<file path="config.mk">
export PLATFORM = sky130hd
export DESIGN_NAME = port_pin_config_crossbar_enable
export DESIGN_NICKNAME = d
export VERILOG_FILES = /design/src/include/port_pin_config_pkg.sv /design/src/route_assign.sv /design/src/port_pin_config_crossbar_enable.sv
export VERILOG_INCLUDE_DIRS = /design/src /design/src/include
export SDC_FILE = /design/constraint.sdc
export NUM_CORES = 2
export LEC_CHECK = 0
export BUFFER_PORTS_ARGS = -buffer_cell sky130_fd_sc_hd__buf_2
export CAP_MARGIN = 20
export CORE_AREA = 4 4 246 248
export CTS_CLUSTER_SIZE = 30
export DETAILED_ROUTE_END_ITERATION = 10
export DIE_AREA = 0 0 250 252
export MAX_ROUTING_LAYER = met4
export PLACE_DENSITY = 0.62
export SETUP_SLACK_MARGIN = 0.3
export SLEW_MARGIN = 10
export SYNTH_ARGS = -nofsm -noshare
export SYNTH_HDL_FRONTEND = slang
export SYNTH_SLANG_ARGS = --single-unit
</file>
<file path="constraint.sdc">
create_clock -name aclk -period 15.5 [get_ports aclk]
set_clock_uncertainty 0.15 [all_clocks]
set_input_delay 2.325 -clock aclk [delete_from_list [all_inputs] [get_ports aclk]]
set_output_delay 2.325 -clock aclk [all_outputs]
set_load 0.02 [all_outputs]
</file>
<file path="src/include/port_pin_config_consts.svh">
// Summary of operation
// - An input-mode bit of one means digital input; zero means analog input.
// - After reset every input-mode bit reads one, so all pins are digital.
// - An analog pin has its pull-up, output driver and input receiver switched off.
// - Only the output-mode bit picks open-drain or push-pull, even for routed pins.
// - With the global pull-up disable at zero, open-drain pins get a weak pull-up.
// - The global pull-up disable has no effect on push-pull pins.
// - A pin driving a logic zero never has its weak pull-up on.
// - Routing becomes active only when software writes one to the enable bit.
// - While routing is off, pins act as plain inputs and selects are ignored.
// - While routing is off, every routable pin has its output driver disabled.
// - Routed functions land only on routable pins whose skip bit is zero.
// - Fixed functions observe pins whether used as plain pins or by routing.
// - Fixed functions see nothing on a pin in analog input mode.
// - Each selected function, in priority order, takes the lowest unassigned pin.
// - A pin with its skip bit set counts as already assigned.
// - An analog pin reads back zero; a digital pin reads the pad level.
`ifndef PORT_PIN_CONFIG_CONSTS_SVH
`define PORT_PIN_CONFIG_CONSTS_SVH

// ----------------------------------------------------------------------------
// Register byte offsets
// ----------------------------------------------------------------------------
`define OFS_INPUT_MODE     6'h00
`define OFS_OUTPUT_MODE    6'h04
`define OFS_ROUTE_SKIP     6'h08
`define OFS_PERIPH_SEL_A   6'h0c
`define OFS_PERIPH_SEL_B   6'h10
`define OFS_ROUTE_CONTROL  6'h14
`define OFS_PIN_LATCH      6'h18
`define OFS_PIN_READBACK   6'h1c
`define OFS_ROUTE_ASSIGNED 6'h20

// ----------------------------------------------------------------------------
// Field positions and reset values
// ----------------------------------------------------------------------------
`define BIT_GLOBAL_PULLUP_DISABLE 0
`define BIT_ROUTE_MATRIX_ENABLE   0
`define RST_INPUT_MODE            32'hffffffff
`define RST_OUTPUT_MODE           32'h00000000
`define RST_ROUTE_SKIP            32'h00000000
`define RST_PERIPH_SEL            8'h00
`define RST_PIN_LATCH             32'hffffffff
`define RST_PAD_CTRL              4'h3

// ----------------------------------------------------------------------------
// Bus answers and fixed-function pin
// ----------------------------------------------------------------------------
`define RESP_OKAY   2'b00
`define RESP_SLVERR 2'b10
`define CONV_START_PIN 6

`endif

</file>
<file path="src/include/port_pin_config_pkg.sv">
package port_pin_config_pkg;

  // Per-pad controls towards the analog pad cell.
  typedef struct packed {
    logic out;
    logic oe;
    logic pullup_en;
    logic rx_en;
  } pad_ctrl_s;

endpackage

</file>
<file path="src/route_assign.sv">
`timescale 1ns/1ps
`default_nettype none
module route_assign
  import port_pin_config_pkg::*;
#(
  parameter int NUM_PINS  = 24,
  parameter int NUM_FUNCS = 8,
  parameter int PW        = $clog2(NUM_PINS),
  parameter int FW        = $clog2(NUM_FUNCS)
)
(
  input  wire logic [NUM_PINS-1:0]  skip,
  input  wire logic [NUM_FUNCS-1:0] func_en,
  output logic      [NUM_PINS-1:0]  owner_valid,
  output logic      [FW-1:0]        owner [NUM_PINS]
);

  function automatic logic [PW-1:0] lowest_set(input logic [NUM_PINS-1:0] v);
    logic [PW-1:0] idx;
    idx = '0;
    for (int i = NUM_PINS - 1; i >= 0; i--)
    begin
      if (v[i])
      begin
        idx = PW'(i);
      end
    end
    return idx;
  endfunction

  // Function 0 has highest priority; a skipped pin is simply never free.
  always_comb
  begin
    logic [NUM_PINS-1:0] free;
    logic [PW-1:0]       pick;
    free = ~skip;
    pick = '0;
    owner_valid = '0;
    for (int p = 0; p < NUM_PINS; p++)
    begin
      owner[p] = '0;
    end
    for (int f = 0; f < NUM_FUNCS; f++)
    begin
      if (func_en[f] && (|free))
      begin
        pick              = lowest_set(free);
        owner_valid[pick] = 1'b1;
        owner[pick]       = FW'(f);
        free[pick]        = 1'b0;
      end
    end
  end

endmodule
`default_nettype wire

</file>
<file path="src/port_pin_config_crossbar_enable.sv">
// The register addresses and the AXI4-Lite register port were left to the implementer.
`timescale 1ns/1ps
`default_nettype none
`include "port_pin_config_consts.svh"
module port_pin_config_crossbar_enable
  import port_pin_config_pkg::*;
#(
  parameter int NUM_PINS  = 24,
  parameter int NUM_FUNCS = 8,
  parameter int FW        = $clog2(NUM_FUNCS)
)
(
  input  wire logic                 aclk,
  input  wire logic                 aresetn,
  input  wire logic [5:0]           s_axi_awaddr,
  input  wire logic                 s_axi_awvalid,
  output logic                      s_axi_awready,
  input  wire logic [31:0]          s_axi_wdata,
  input  wire logic [3:0]           s_axi_wstrb,
  input  wire logic                 s_axi_wvalid,
  output logic                      s_axi_wready,
  output logic [1:0]                s_axi_bresp,
  output logic                      s_axi_bvalid,
  input  wire logic                 s_axi_bready,
  input  wire logic [5:0]           s_axi_araddr,
  input  wire logic                 s_axi_arvalid,
  output logic                      s_axi_arready,
  output logic [31:0]               s_axi_rdata,
  output logic [1:0]                s_axi_rresp,
  output logic                      s_axi_rvalid,
  input  wire logic                 s_axi_rready,
  input  wire logic [NUM_PINS-1:0]  pad_in,
  output pad_ctrl_s [NUM_PINS-1:0]  pad_ctrl,
  input  wire logic [NUM_FUNCS-1:0] func_out,
  input  wire logic [NUM_FUNCS-1:0] func_oe,
  output logic      [NUM_FUNCS-1:0] func_in,
  output logic      [NUM_PINS-1:0]  fixed_event_level,
  output logic                      conversion_start_input
);

  // --------------------------------------------------------------------------
  // Registers
  // --------------------------------------------------------------------------
  logic [NUM_PINS-1:0]  pin_input_mode_bits_ff;
  logic [NUM_PINS-1:0]  pin_output_mode_bits_ff;
  logic [NUM_PINS-1:0]  pin_route_skip_bits_ff;
  logic [7:0]           peripheral_select_a_ff;
  logic [7:0]           peripheral_select_b_ff;
  logic [7:0]           route_matrix_control_ff;
  logic [NUM_PINS-1:0]  pin_latch_ff;
  logic                 route_matrix_enable;
  logic                 global_pullup_disable;

  // Bus state.
  logic                 aw_held_ff;
  logic                 w_held_ff;
  logic [5:0]           awaddr_ff;
  logic [31:0]          wdata_ff;
  logic [3:0]           wstrb_ff;
  logic                 bvalid_ff;
  logic [1:0]           bresp_ff;
  logic                 rvalid_ff;
  logic [31:0]          rdata_ff;
  logic [1:0]           rresp_ff;
  logic                 wr_fire;

  // Pin side.
  logic [NUM_PINS-1:0]  pad_meta_ff;
  logic [NUM_PINS-1:0]  pad_sync_ff;
  pad_ctrl_s [NUM_PINS-1:0] pad_ctrl_ff;
  pad_ctrl_s [NUM_PINS-1:0] nxt_pad_ctrl;
  logic [NUM_PINS-1:0]  owner_valid;
  logic [FW-1:0]        owner [NUM_PINS];
  logic [NUM_FUNCS-1:0] func_in_ff;
  logic [NUM_FUNCS-1:0] nxt_func_in;
  logic [NUM_PINS-1:0]  event_level_ff;
  logic [NUM_PINS-1:0]  pin_readback;
  logic [NUM_PINS-1:0]  oe_vec;
  logic [NUM_PINS-1:0]  out_vec;
  logic [NUM_PINS-1:0]  pu_vec;
  logic [NUM_PINS-1:0]  rx_vec;

  assign route_matrix_enable   = route_matrix_control_ff[`BIT_ROUTE_MATRIX_ENABLE];
  assign global_pullup_disable = peripheral_select_b_ff[`BIT_GLOBAL_PULLUP_DISABLE];

  function automatic logic [NUM_PINS-1:0] merge_pins(input logic [NUM_PINS-1:0] old_val,
                                                     input logic [31:0]         new_val,
                                                     input logic [3:0]          strb);
    logic [31:0] mask;
    mask = {{8{strb[3]}}, {8{strb[2]}}, {8{strb[1]}}, {8{strb[0]}}};
    return NUM_PINS'((32'(old_val) & ~mask) | (new_val & mask));
  endfunction

  function automatic logic is_mapped(input logic [5:0] addr);
    return (addr[5:2] <= `OFS_ROUTE_ASSIGNED >> 2);
  endfunction

  // --------------------------------------------------------------------------
  // AXI4-Lite write channel
  // --------------------------------------------------------------------------
  assign s_axi_awready = !aw_held_ff && !bvalid_ff;
  assign s_axi_wready  = !w_held_ff && !bvalid_ff;
  assign s_axi_bvalid  = bvalid_ff;
  assign s_axi_bresp   = bresp_ff;
  assign wr_fire       = aw_held_ff && w_held_ff && !bvalid_ff;

  always_ff @(posedge aclk)
  begin
    if (!aresetn)
    begin
      aw_held_ff <= 1'b0;
      w_held_ff  <= 1'b0;
      awaddr_ff  <= 6'h00;
      wdata_ff   <= 32'h00000000;
      wstrb_ff   <= 4'h0;
      bvalid_ff  <= 1'b0;
      bresp_ff   <= `RESP_OKAY;
    end
    else
    begin
      if (s_axi_awvalid && s_axi_awready)
      begin
        aw_held_ff <= 1'b1;
        awaddr_ff  <= s_axi_awaddr;
      end
      if (s_axi_wvalid && s_axi_wready)
      begin
        w_held_ff <= 1'b1;
        wdata_ff  <= s_axi_wdata;
        wstrb_ff  <= s_axi_wstrb;
      end
      if (wr_fire)
      begin
        aw_held_ff <= 1'b0;
        w_held_ff  <= 1'b0;
        bvalid_ff  <= 1'b1;
        bresp_ff   <= is_mapped(awaddr_ff) ? `RESP_OKAY : `RESP_SLVERR;
      end
      else if (bvalid_ff && s_axi_bready)
      begin
        bvalid_ff <= 1'b0;
      end
    end
  end

  // Register updates land at the edge that raises bvalid; pins follow one edge later.
  always_ff @(posedge aclk)
  begin
    if (!aresetn)
    begin
      pin_input_mode_bits_ff  <= NUM_PINS'(`RST_INPUT_MODE);
      pin_output_mode_bits_ff <= NUM_PINS'(`RST_OUTPUT_MODE);
      pin_route_skip_bits_ff  <= NUM_PINS'(`RST_ROUTE_SKIP);
      peripheral_select_a_ff  <= `RST_PERIPH_SEL;
      peripheral_select_b_ff  <= `RST_PERIPH_SEL;
      route_matrix_control_ff <= `RST_PERIPH_SEL;
      pin_latch_ff            <= NUM_PINS'(`RST_PIN_LATCH);
    end
    else if (wr_fire)
    begin
      unique case (awaddr_ff & 6'h3c)
        `OFS_INPUT_MODE:
          pin_input_mode_bits_ff <= merge_pins(pin_input_mode_bits_ff, wdata_ff, wstrb_ff);
        `OFS_OUTPUT_MODE:
          pin_output_mode_bits_ff <= merge_pins(pin_output_mode_bits_ff, wdata_ff, wstrb_ff);
        `OFS_ROUTE_SKIP:
          pin_route_skip_bits_ff <= merge_pins(pin_route_skip_bits_ff, wdata_ff, wstrb_ff);
        `OFS_PERIPH_SEL_A:
          peripheral_select_a_ff <= wstrb_ff[0] ? wdata_ff[7:0] : peripheral_select_a_ff;
        `OFS_PERIPH_SEL_B:
          peripheral_select_b_ff <= wstrb_ff[0] ? wdata_ff[7:0] : peripheral_select_b_ff;
        `OFS_ROUTE_CONTROL:
          route_matrix_control_ff <= wstrb_ff[0] ? wdata_ff[7:0] : route_matrix_control_ff;
        `OFS_PIN_LATCH: pin_latch_ff <= merge_pins(pin_latch_ff, wdata_ff, wstrb_ff);
        // Read-only and unmapped words ignore writes.
        default: ;
      endcase
    end
  end

  // --------------------------------------------------------------------------
  // AXI4-Lite read channel
  // --------------------------------------------------------------------------
  assign s_axi_arready = !rvalid_ff;
  assign s_axi_rvalid  = rvalid_ff;
  assign s_axi_rdata   = rdata_ff;
  assign s_axi_rresp   = rresp_ff;

  always_ff @(posedge aclk)
  begin
    if (!aresetn)
    begin
      rvalid_ff <= 1'b0;
      rdata_ff  <= 32'h00000000;
      rresp_ff  <= `RESP_OKAY;
    end
    else if (s_axi_arvalid && s_axi_arready)
    begin
      rvalid_ff <= 1'b1;
      rresp_ff  <= is_mapped(s_axi_araddr) ? `RESP_OKAY : `RESP_SLVERR;
      unique case (s_axi_araddr & 6'h3c)
        `OFS_INPUT_MODE:     rdata_ff <= 32'(pin_input_mode_bits_ff);
        `OFS_OUTPUT_MODE:    rdata_ff <= 32'(pin_output_mode_bits_ff);
        `OFS_ROUTE_SKIP:     rdata_ff <= 32'(pin_route_skip_bits_ff);
        `OFS_PERIPH_SEL_A:   rdata_ff <= 32'(peripheral_select_a_ff);
        `OFS_PERIPH_SEL_B:   rdata_ff <= 32'(peripheral_select_b_ff);
        `OFS_ROUTE_CONTROL:  rdata_ff <= 32'(route_matrix_control_ff);
        `OFS_PIN_LATCH:      rdata_ff <= 32'(pin_latch_ff);
        `OFS_PIN_READBACK:   rdata_ff <= 32'(pin_readback);
        `OFS_ROUTE_ASSIGNED: rdata_ff <= 32'(owner_valid & {NUM_PINS{route_matrix_enable}});
        default:             rdata_ff <= 32'h00000000;
      endcase
    end
    else if (rvalid_ff && s_axi_rready)
    begin
      rvalid_ff <= 1'b0;
    end
  end

  // --------------------------------------------------------------------------
  // Pad input synchroniser and read-back
  // --------------------------------------------------------------------------
  always_ff @(posedge aclk)
  begin
    if (!aresetn)
    begin
      pad_meta_ff <= '1;
      pad_sync_ff <= '1;
    end
    else
    begin
      pad_meta_ff <= pad_in;
      pad_sync_ff <= pad_meta_ff;
    end
  end

  // Analog pins have no receiver, so they read as zero.
  assign pin_readback = pad_sync_ff & pin_input_mode_bits_ff;

  // --------------------------------------------------------------------------
  // Priority assignment
  // --------------------------------------------------------------------------
  route_assign #(
    .NUM_PINS  (NUM_PINS),
    .NUM_FUNCS (NUM_FUNCS)
  ) u_route_assign (
    .skip        (pin_route_skip_bits_ff),
    .func_en     (peripheral_select_a_ff[NUM_FUNCS-1:0]),
    .owner_valid (owner_valid),
    .owner       (owner)
  );

  // --------------------------------------------------------------------------
  // Pad control
  // --------------------------------------------------------------------------
  // A peripheral that does not drive its function is seen as a released high.
  always_comb
  begin
    logic drive_val;
    logic active;
    drive_val    = 1'b1;
    active       = 1'b0;
    nxt_pad_ctrl = '0;
    for (int p = 0; p < NUM_PINS; p++)
    begin
      drive_val = (route_matrix_enable && owner_valid[p]) ?
                  (func_oe[owner[p]] ? func_out[owner[p]] : 1'b1) : pin_latch_ff[p];
      active = route_matrix_enable && pin_input_mode_bits_ff[p];
      if (pin_output_mode_bits_ff[p])
      begin
        nxt_pad_ctrl[p].oe  = active;
        nxt_pad_ctrl[p].out = drive_val;
      end
      else
      begin
        nxt_pad_ctrl[p].oe  = active && !drive_val;
        nxt_pad_ctrl[p].out = 1'b0;
      end
      nxt_pad_ctrl[p].pullup_en = pin_input_mode_bits_ff[p] && !pin_output_mode_bits_ff[p]
                                  && !global_pullup_disable
                                  && !(nxt_pad_ctrl[p].oe && !nxt_pad_ctrl[p].out);
      nxt_pad_ctrl[p].rx_en     = pin_input_mode_bits_ff[p];
    end
  end

  // Function inputs read the pad only through an assigned digital pin.
  always_comb
  begin
    nxt_func_in = '1;
    for (int p = 0; p < NUM_PINS; p++)
    begin
      if (route_matrix_enable && owner_valid[p] && pin_input_mode_bits_ff[p])
      begin
        nxt_func_in[owner[p]] = pad_sync_ff[p];
      end
    end
  end

  always_ff @(posedge aclk)
  begin
    if (!aresetn)
    begin
      pad_ctrl_ff    <= {NUM_PINS{`RST_PAD_CTRL}};
      func_in_ff     <= '1;
      event_level_ff <= '0;
    end
    else
    begin
      pad_ctrl_ff    <= nxt_pad_ctrl;
      func_in_ff     <= nxt_func_in;
      event_level_ff <= pad_sync_ff & pin_input_mode_bits_ff;
    end
  end

  assign pad_ctrl               = pad_ctrl_ff;
  assign func_in                = func_in_ff;
  assign fixed_event_level      = event_level_ff;
  assign conversion_start_input = event_level_ff[`CONV_START_PIN];

  for (genvar g = 0; g < NUM_PINS; g++)
  begin : g_vec
    assign oe_vec[g]  = pad_ctrl_ff[g].oe;
    assign out_vec[g] = pad_ctrl_ff[g].out;
    assign pu_vec[g]  = pad_ctrl_ff[g].pullup_en;
    assign rx_vec[g]  = pad_ctrl_ff[g].rx_en;
  end
endmodule
`default_nettype wire

</file>
## Yosys cells after proc, flatten, opt, wreduce, memory -nomap -nowiden

Cells that the tools add are included.

| cells by class | value |
|---|---|
| reductions and logical operators | 369 |
| eq/ne operators | 14 |
| bitwise operators | 60 |
| order comparisons | 80 |
| multiplexer cells | 522 |

Operators by type and width:

| operator | number |
|---|---|
| 2-to-1 mux 5 bit | 200 |
| 2-to-1 mux 72 bit | 6 |
| AND 24 bit | 17 |
| 2-to-1 mux 24 bit | 15 |
| inverter 24 bit | 12 |
| bitwise OR 24 bit | 12 |
| logical AND 1 bit | 248 |
| one-hot mux 24 bit (9 select lines) | 1 |
| 2-to-1 mux 8 bit | 24 |
| OR reduction 24 bit | 8 |
| bitwise mux 8 bit | 23 |
| binary-select mux 1 bit (select 3 bit) | 48 |
| bitwise OR 48 bit | 3 |
| 2-to-1 mux 1 bit | 132 |
| demux 3 bit (select 5 bit) | 7 |
| logical NOT 1 bit | 101 |
| AND 48 bit | 2 |
| less-than comparator 3 x 4 -> 1 bit (second input constant) | 24 |
| inverter 48 bit | 2 |
| demux 1 bit (select 3 bit) | 24 |
| greater-or-equal comparator 3 x 1 -> 1 bit (second input constant) | 24 |
| bitwise OR 72 bit | 1 |
| 2-to-1 mux 70 bit | 1 |
| 2-to-1 mux 2 bit | 26 |
| other kinds (21) | 84 |

| storage, ports and cells | value |
|---|---|
| word-level logic and storage cells | 1,162 |
| input port bits | 95 |
| flip-flop bits (word level) | 369 |
| output and inout port bits | 170 |

## Longest topological paths before layout

| logic depth | value |
|---|---|
| word-level depth | 310 |
| gate-level depth with buffers | 55 |
| mapped depth without buffers | 42 |

## Hierarchy

A second synthesis with hierarchy kept.

| unflattened totals | value |
|---|---|
| cells, all modules | 3,678 |
| area total of the unflattened synthesis | 28,748.8 µm² |

By module, submodules not included:

| module | sequential area each (µm²) | cells each | times used | area an instance (µm²) |
|---|---|---|---|---|
| port_pin_config_crossbar_enable | 7,146.9 | 2,339 | 1 | 20,497.2 |
| route_assign | 0.0 | 1,339 | 1 | 8,251.7 |

## Worst setup path after synthesis

No wires, ideal clock.

| timing | value |
|---|---|
| kind | register to register |
| from | register with a tool-made name |
| to | register func_in_ff[1] (netlist: func_in[1]) |
| data arrival time | 11.063 ns |
| slack | 4.228 ns |
| cell stages (with the launch flop) | 48 |
| path buffers | 6 |
| period minus slack after synthesis | 11.272 ns |
| required time | 15.291 ns |
| library setup time | 0.059 ns |
| cells stage by stage | dfxtp_1 -> buf_2 -> nand2b_1 -> a21oi_1 -> and4bb_2 -> or3_1 -> buf_6 -> a32oi_4 -> a21oi_2 -> or4_1 -> buf_2 -> a21o_1 -> a21oi_1 -> o21ai_1 -> a311o_1 -> a21o_2 -> a221oi_2 -> nand2_1 -> (+12 left out) -> o211ai_1 -> a211oi_2 -> nand3_2 -> nor4_4 -> nand4_2 -> a21o_1 -> a21o_1 -> and4_1 -> buf_2 -> nand3_2 -> and3b_1 -> buf_6 -> or4_4 -> buf_6 -> and4b_4 -> a2111oi_4 -> a21oi_1 -> o21ba_1 |

RTL lines:

| what | RTL line | RTL |
|---|---|---|
| end signal: assignment | port_pin_config_crossbar_enable.sv:310 | `func_in_ff <= nxt_func_in;` |
| end: declaration | port_pin_config_crossbar_enable.sv:74 | `logic [NUM_FUNCS-1:0] func_in_ff;` |

==> metrics.log <==
[metrics] topmost layer with routed signal wires: met4
[metrics] ys flop type: dfxtp_1
[metrics] endpoint kind of the worst setup timing path: flip-flop
[metrics] number of setup buffers added after CTS: 0
[metrics] Endpoint, Worst Hold: pad_sync_ff[3]
[metrics] buffer depth of the longest clock path: 3
[metrics] layout overhead on the synthesized area: 32.4%
[metrics] reported net switching power: 0.000549 W
[metrics] Detail Route met2 WL: 64800 µm
[metrics] buffer and inverter count on the worst path: 9
[metrics] worst hold path type: reg2reg
[metrics] share of the cycle needed by the critical path after routing: 94.6%
[metrics] global-route wire length before repair: 226000 µm
[metrics] CP most frequent cell: buf_4
[metrics] power density over the cells: 60.4 nW/µm²
[metrics] outcome: finished, final reports clean
[metrics] Clock Power Share: 47.2%
[metrics] H-tree depth reported by CTS: 2
[metrics] number of synthesized flops with an enable pin: 0
[metrics] met1 routed wirelength after detailed routing: 59200 µm
[metrics] number of clock buffers inserted by TritonCTS: 38
[metrics] number of cells traversed by the worst hold path: 1
[metrics] number of storage elements in the synthesis netlist: 357
[metrics] arrival time of data at the critical path endpoint: 15.02 ns
[metrics] share of synthesized area occupied by flip-flops and latches: 26.9%
[metrics] master cell of the clock root buffer: clkbuf_16
[metrics] mean post-synth cell area: 7.19 µm²
[metrics] Static Leakage: 15.0 nW
[metrics] clk sink count: 357
[metrics] hold wc startpoint: pad_meta_ff[3]
[metrics] Final setup viols: 0
[metrics] smallest setup slack after layout: 0.833 ns
[metrics] Setup crit start kind: flip-flop
[metrics] transition time at the pin with the least slew margin: 1.32 ns
[metrics] count of vias placed by the detailed router: 35.8k
[metrics] Initial DRT Pass Iterations: 10
[metrics] via count of the first global-routing pass: 32.8k
[metrics] clock transition at the registers of the reported paths: 0.07 ns
[metrics] number of nets with antenna violations after detailed routing: 0
[metrics] cell with the largest stage delay on the worst path: or4_1
[metrics] placer's final routability congestion estimate: 1.18
[metrics] total met3 wirelength after detailed routing: 22300 µm
[metrics] worst hold slack after final layout: 0.251 ns
[metrics] count of synthesis-stage warnings from yosys: 0
[metrics] delay of the slowest cell on the worst path: 0.73 ns
[metrics] sequential standard cell area: 7150 µm²
[metrics] cells on worst reg2reg path: 50
[metrics] die boundary width: 250 µm
[metrics] starting density of the core: 45.4%
[metrics] hold violation count in the final report: 0
[metrics] Max-Slew Margin vs Limit: 11.5%
[metrics] cell count after synthesis: 3691
[metrics] total global-route track usage: 49.4%
[metrics] detailed-route wire length per cell: 30.1 µm
[metrics] Int Pwr: 0.00157 W
[metrics] count of cell types in the netlist: 133
[metrics] area used by multi-input combinational logic: 18300 µm²
[metrics] count of buffers inserted at the top-level ports: 241
[metrics] net count of the finished layout: 4628
[metrics] WP depth: 50
[metrics] share of final-layout standard cells stronger than drive strength 1: 27.3%
[metrics] share of synthesized flip-flops with an asynchronous set or reset: 0%
[metrics] cell total after placement: 5265
[metrics] cell family with the largest share of critical-path delay: compound AO/OA/AOI/OAI gates
[metrics] largest net degree at the start of global routing: 86
[metrics] largest fanout on the critical path: 10
[metrics] Die Area: 63000 µm²
[metrics] share of total power in combinational logic: 7.2%
[metrics] critical path class: reg2reg
[metrics] number of antenna violations at the first check in global routing: 11
[metrics] sequential share of power: 45.6%
[metrics] clock latency of the later-clocked register in the worst-skew pair: 0.60 ns
[metrics] num rows: 89
[metrics] reg-to-reg slack, setup: 0.83 ns
[metrics] destination of the worst register-to-register timing path: func_in[3]
[metrics] unrepaired setup endpoints after global routing: false
[metrics] Final Critical Period: 14.67 ns
[metrics] ratio of routed vias to standard cells: 6.70
[metrics] number of maximum-capacitance violations: 0
[metrics] endpoint required time on the critical path: 15.85 ns
[metrics] core area: 58500 µm²
[metrics] Filler Cells Inserted: 5675
[metrics] drt first-iter violations: 6012
[metrics] worst slack at placement: 1.13 ns
[metrics] final sum of negative setup slack: 0 ns
[metrics] Post-CTS Hold Fix Bufs: 0
[metrics] maximum resistive drop on vdd: 0.102 mV
[metrics] remaining design rule violation count: 0
[metrics] total power draw: 0.00212 W
[metrics] overflow left after global routing: 0
[metrics] non-filler cells in the finished layout: 5343
[metrics] height of the die: 252 µm
[metrics] post-cts repair resize count: 0
[metrics] max-slew violations: 0
[metrics] netlist area before placement: 26500 µm²
[metrics] proportion of total power due to net switching: 25.9%
[metrics] final wirelength: 161000 µm
[metrics] HPWL after DPL: 128000 µm
[metrics] TritonCTS clock tree: yes
[metrics] Fmax achieved: 0.0682 GHz
[metrics] I/O pins: 265
==> power groups by stage <==
stage | clock network, W | logic, W | registers, W
floorplan | 0 | 0.0000798 | 0.000977
global placement | 0 | 0.000144 | 0.000986
detailed placement | 0 | 0.000145 | 0.000986
CTS | 0.000997 | 0.000146 | 0.000966
global route | 0.00103 | 0.000158 | 0.000968
finish | 0.00100 | 0.000153 | 0.000969
==> synth_stat cells, types with 34 or more instances <==
cell type,instances,area (µm²)
nand3_1,204,1020
nand4_1,42,263
and3_1,55,344
a22oi_1,73,548
o211a_1,34,340
nand2_1,597,2240
clkbuf_1,148,556
o211ai_1,62,465
nand2b_1,108,676
dfxtp_1,357,7150
a21oi_1,289,1450
a21o_1,49,368
a211oi_1,39,293
inv_1,41,154
o22ai_1,41,257
a31oi_1,55,344
o21ai_1,51,255
o21ai_0,134,671
nor2_1,374,1400
nor3_1,103,515
mux2i_1,103,1030
buf_2,45,225
and2_1,48,300
==> worst max-delay path by stage <==
stage | slack, ns | startpoint | end
detailed placement | 1.13 | flip-flop | func_in[1]
global placement | 1.21 | flip-flop | pad_ctrl[53]
finish | 0.83 | flip-flop | func_in[3]
CTS | 1.06 | flip-flop | func_in[1]
global route | 0.32 | flip-flop | func_in[3]
floorplan | 4.23 | flip-flop | func_in[1]
==> metal layers <==
layer	vias up	GRT usage [%]
met2	2905	69.4
met3	682	14.9
li1	15500	-
met1	16700	60.8
met4	0	33.7
met5	-	-
==> through the flow <==
stage          utilization (%)  area, µm²
2_1_floorplan                -      26600
3_3_place_gp              57.6      33700
3_5_place_dp              57.6      33700
4_1_cts                   60.0      35100
5_1_grt                   60.1      35100
6_report                  60.1      35100
==> cell usage in the layout (no fill, tap or decap), drive strengths merged, types with 103 or more instances in the layout <==
cell type / count
a21oi: 295
buf: 1022
dfxtp: 357
mux2i: 103
nand2: 600
nand2b: 108
nand3: 207
nor2: 377
nor3: 107
o21ai: 190
==> cell families (layout without fill, tap and decap cells) <==
group,count (synthesis),in the layout,share of synthesized area (%)
other,1,19,0.0141
buffers and inverters,271,1132,4.41
AO/OA/AOI/OAI,1220,1220,33.0
adder cells (fa/ha/maj),3,3,0.113
flip-flops,357,357,26.9
AND/OR/NAND/NOR,1732,1732,31.5
multiplexers,107,107,4.06
==> layout make-up <==
class | instances | area share [%]
repair buffers | 1022 | 20.3
multi-input cells | 3072 | 52.2
clock inverters | 19 | 0.908
well taps | 773 | 2.75
diodes | 9 | 0.0641
clock buffers | 49 | 3.00
flip-flops and latches | 357 | 20.3
inverters | 42 | 0.456
No activity file was read; power rests on OpenSTA's default activity.
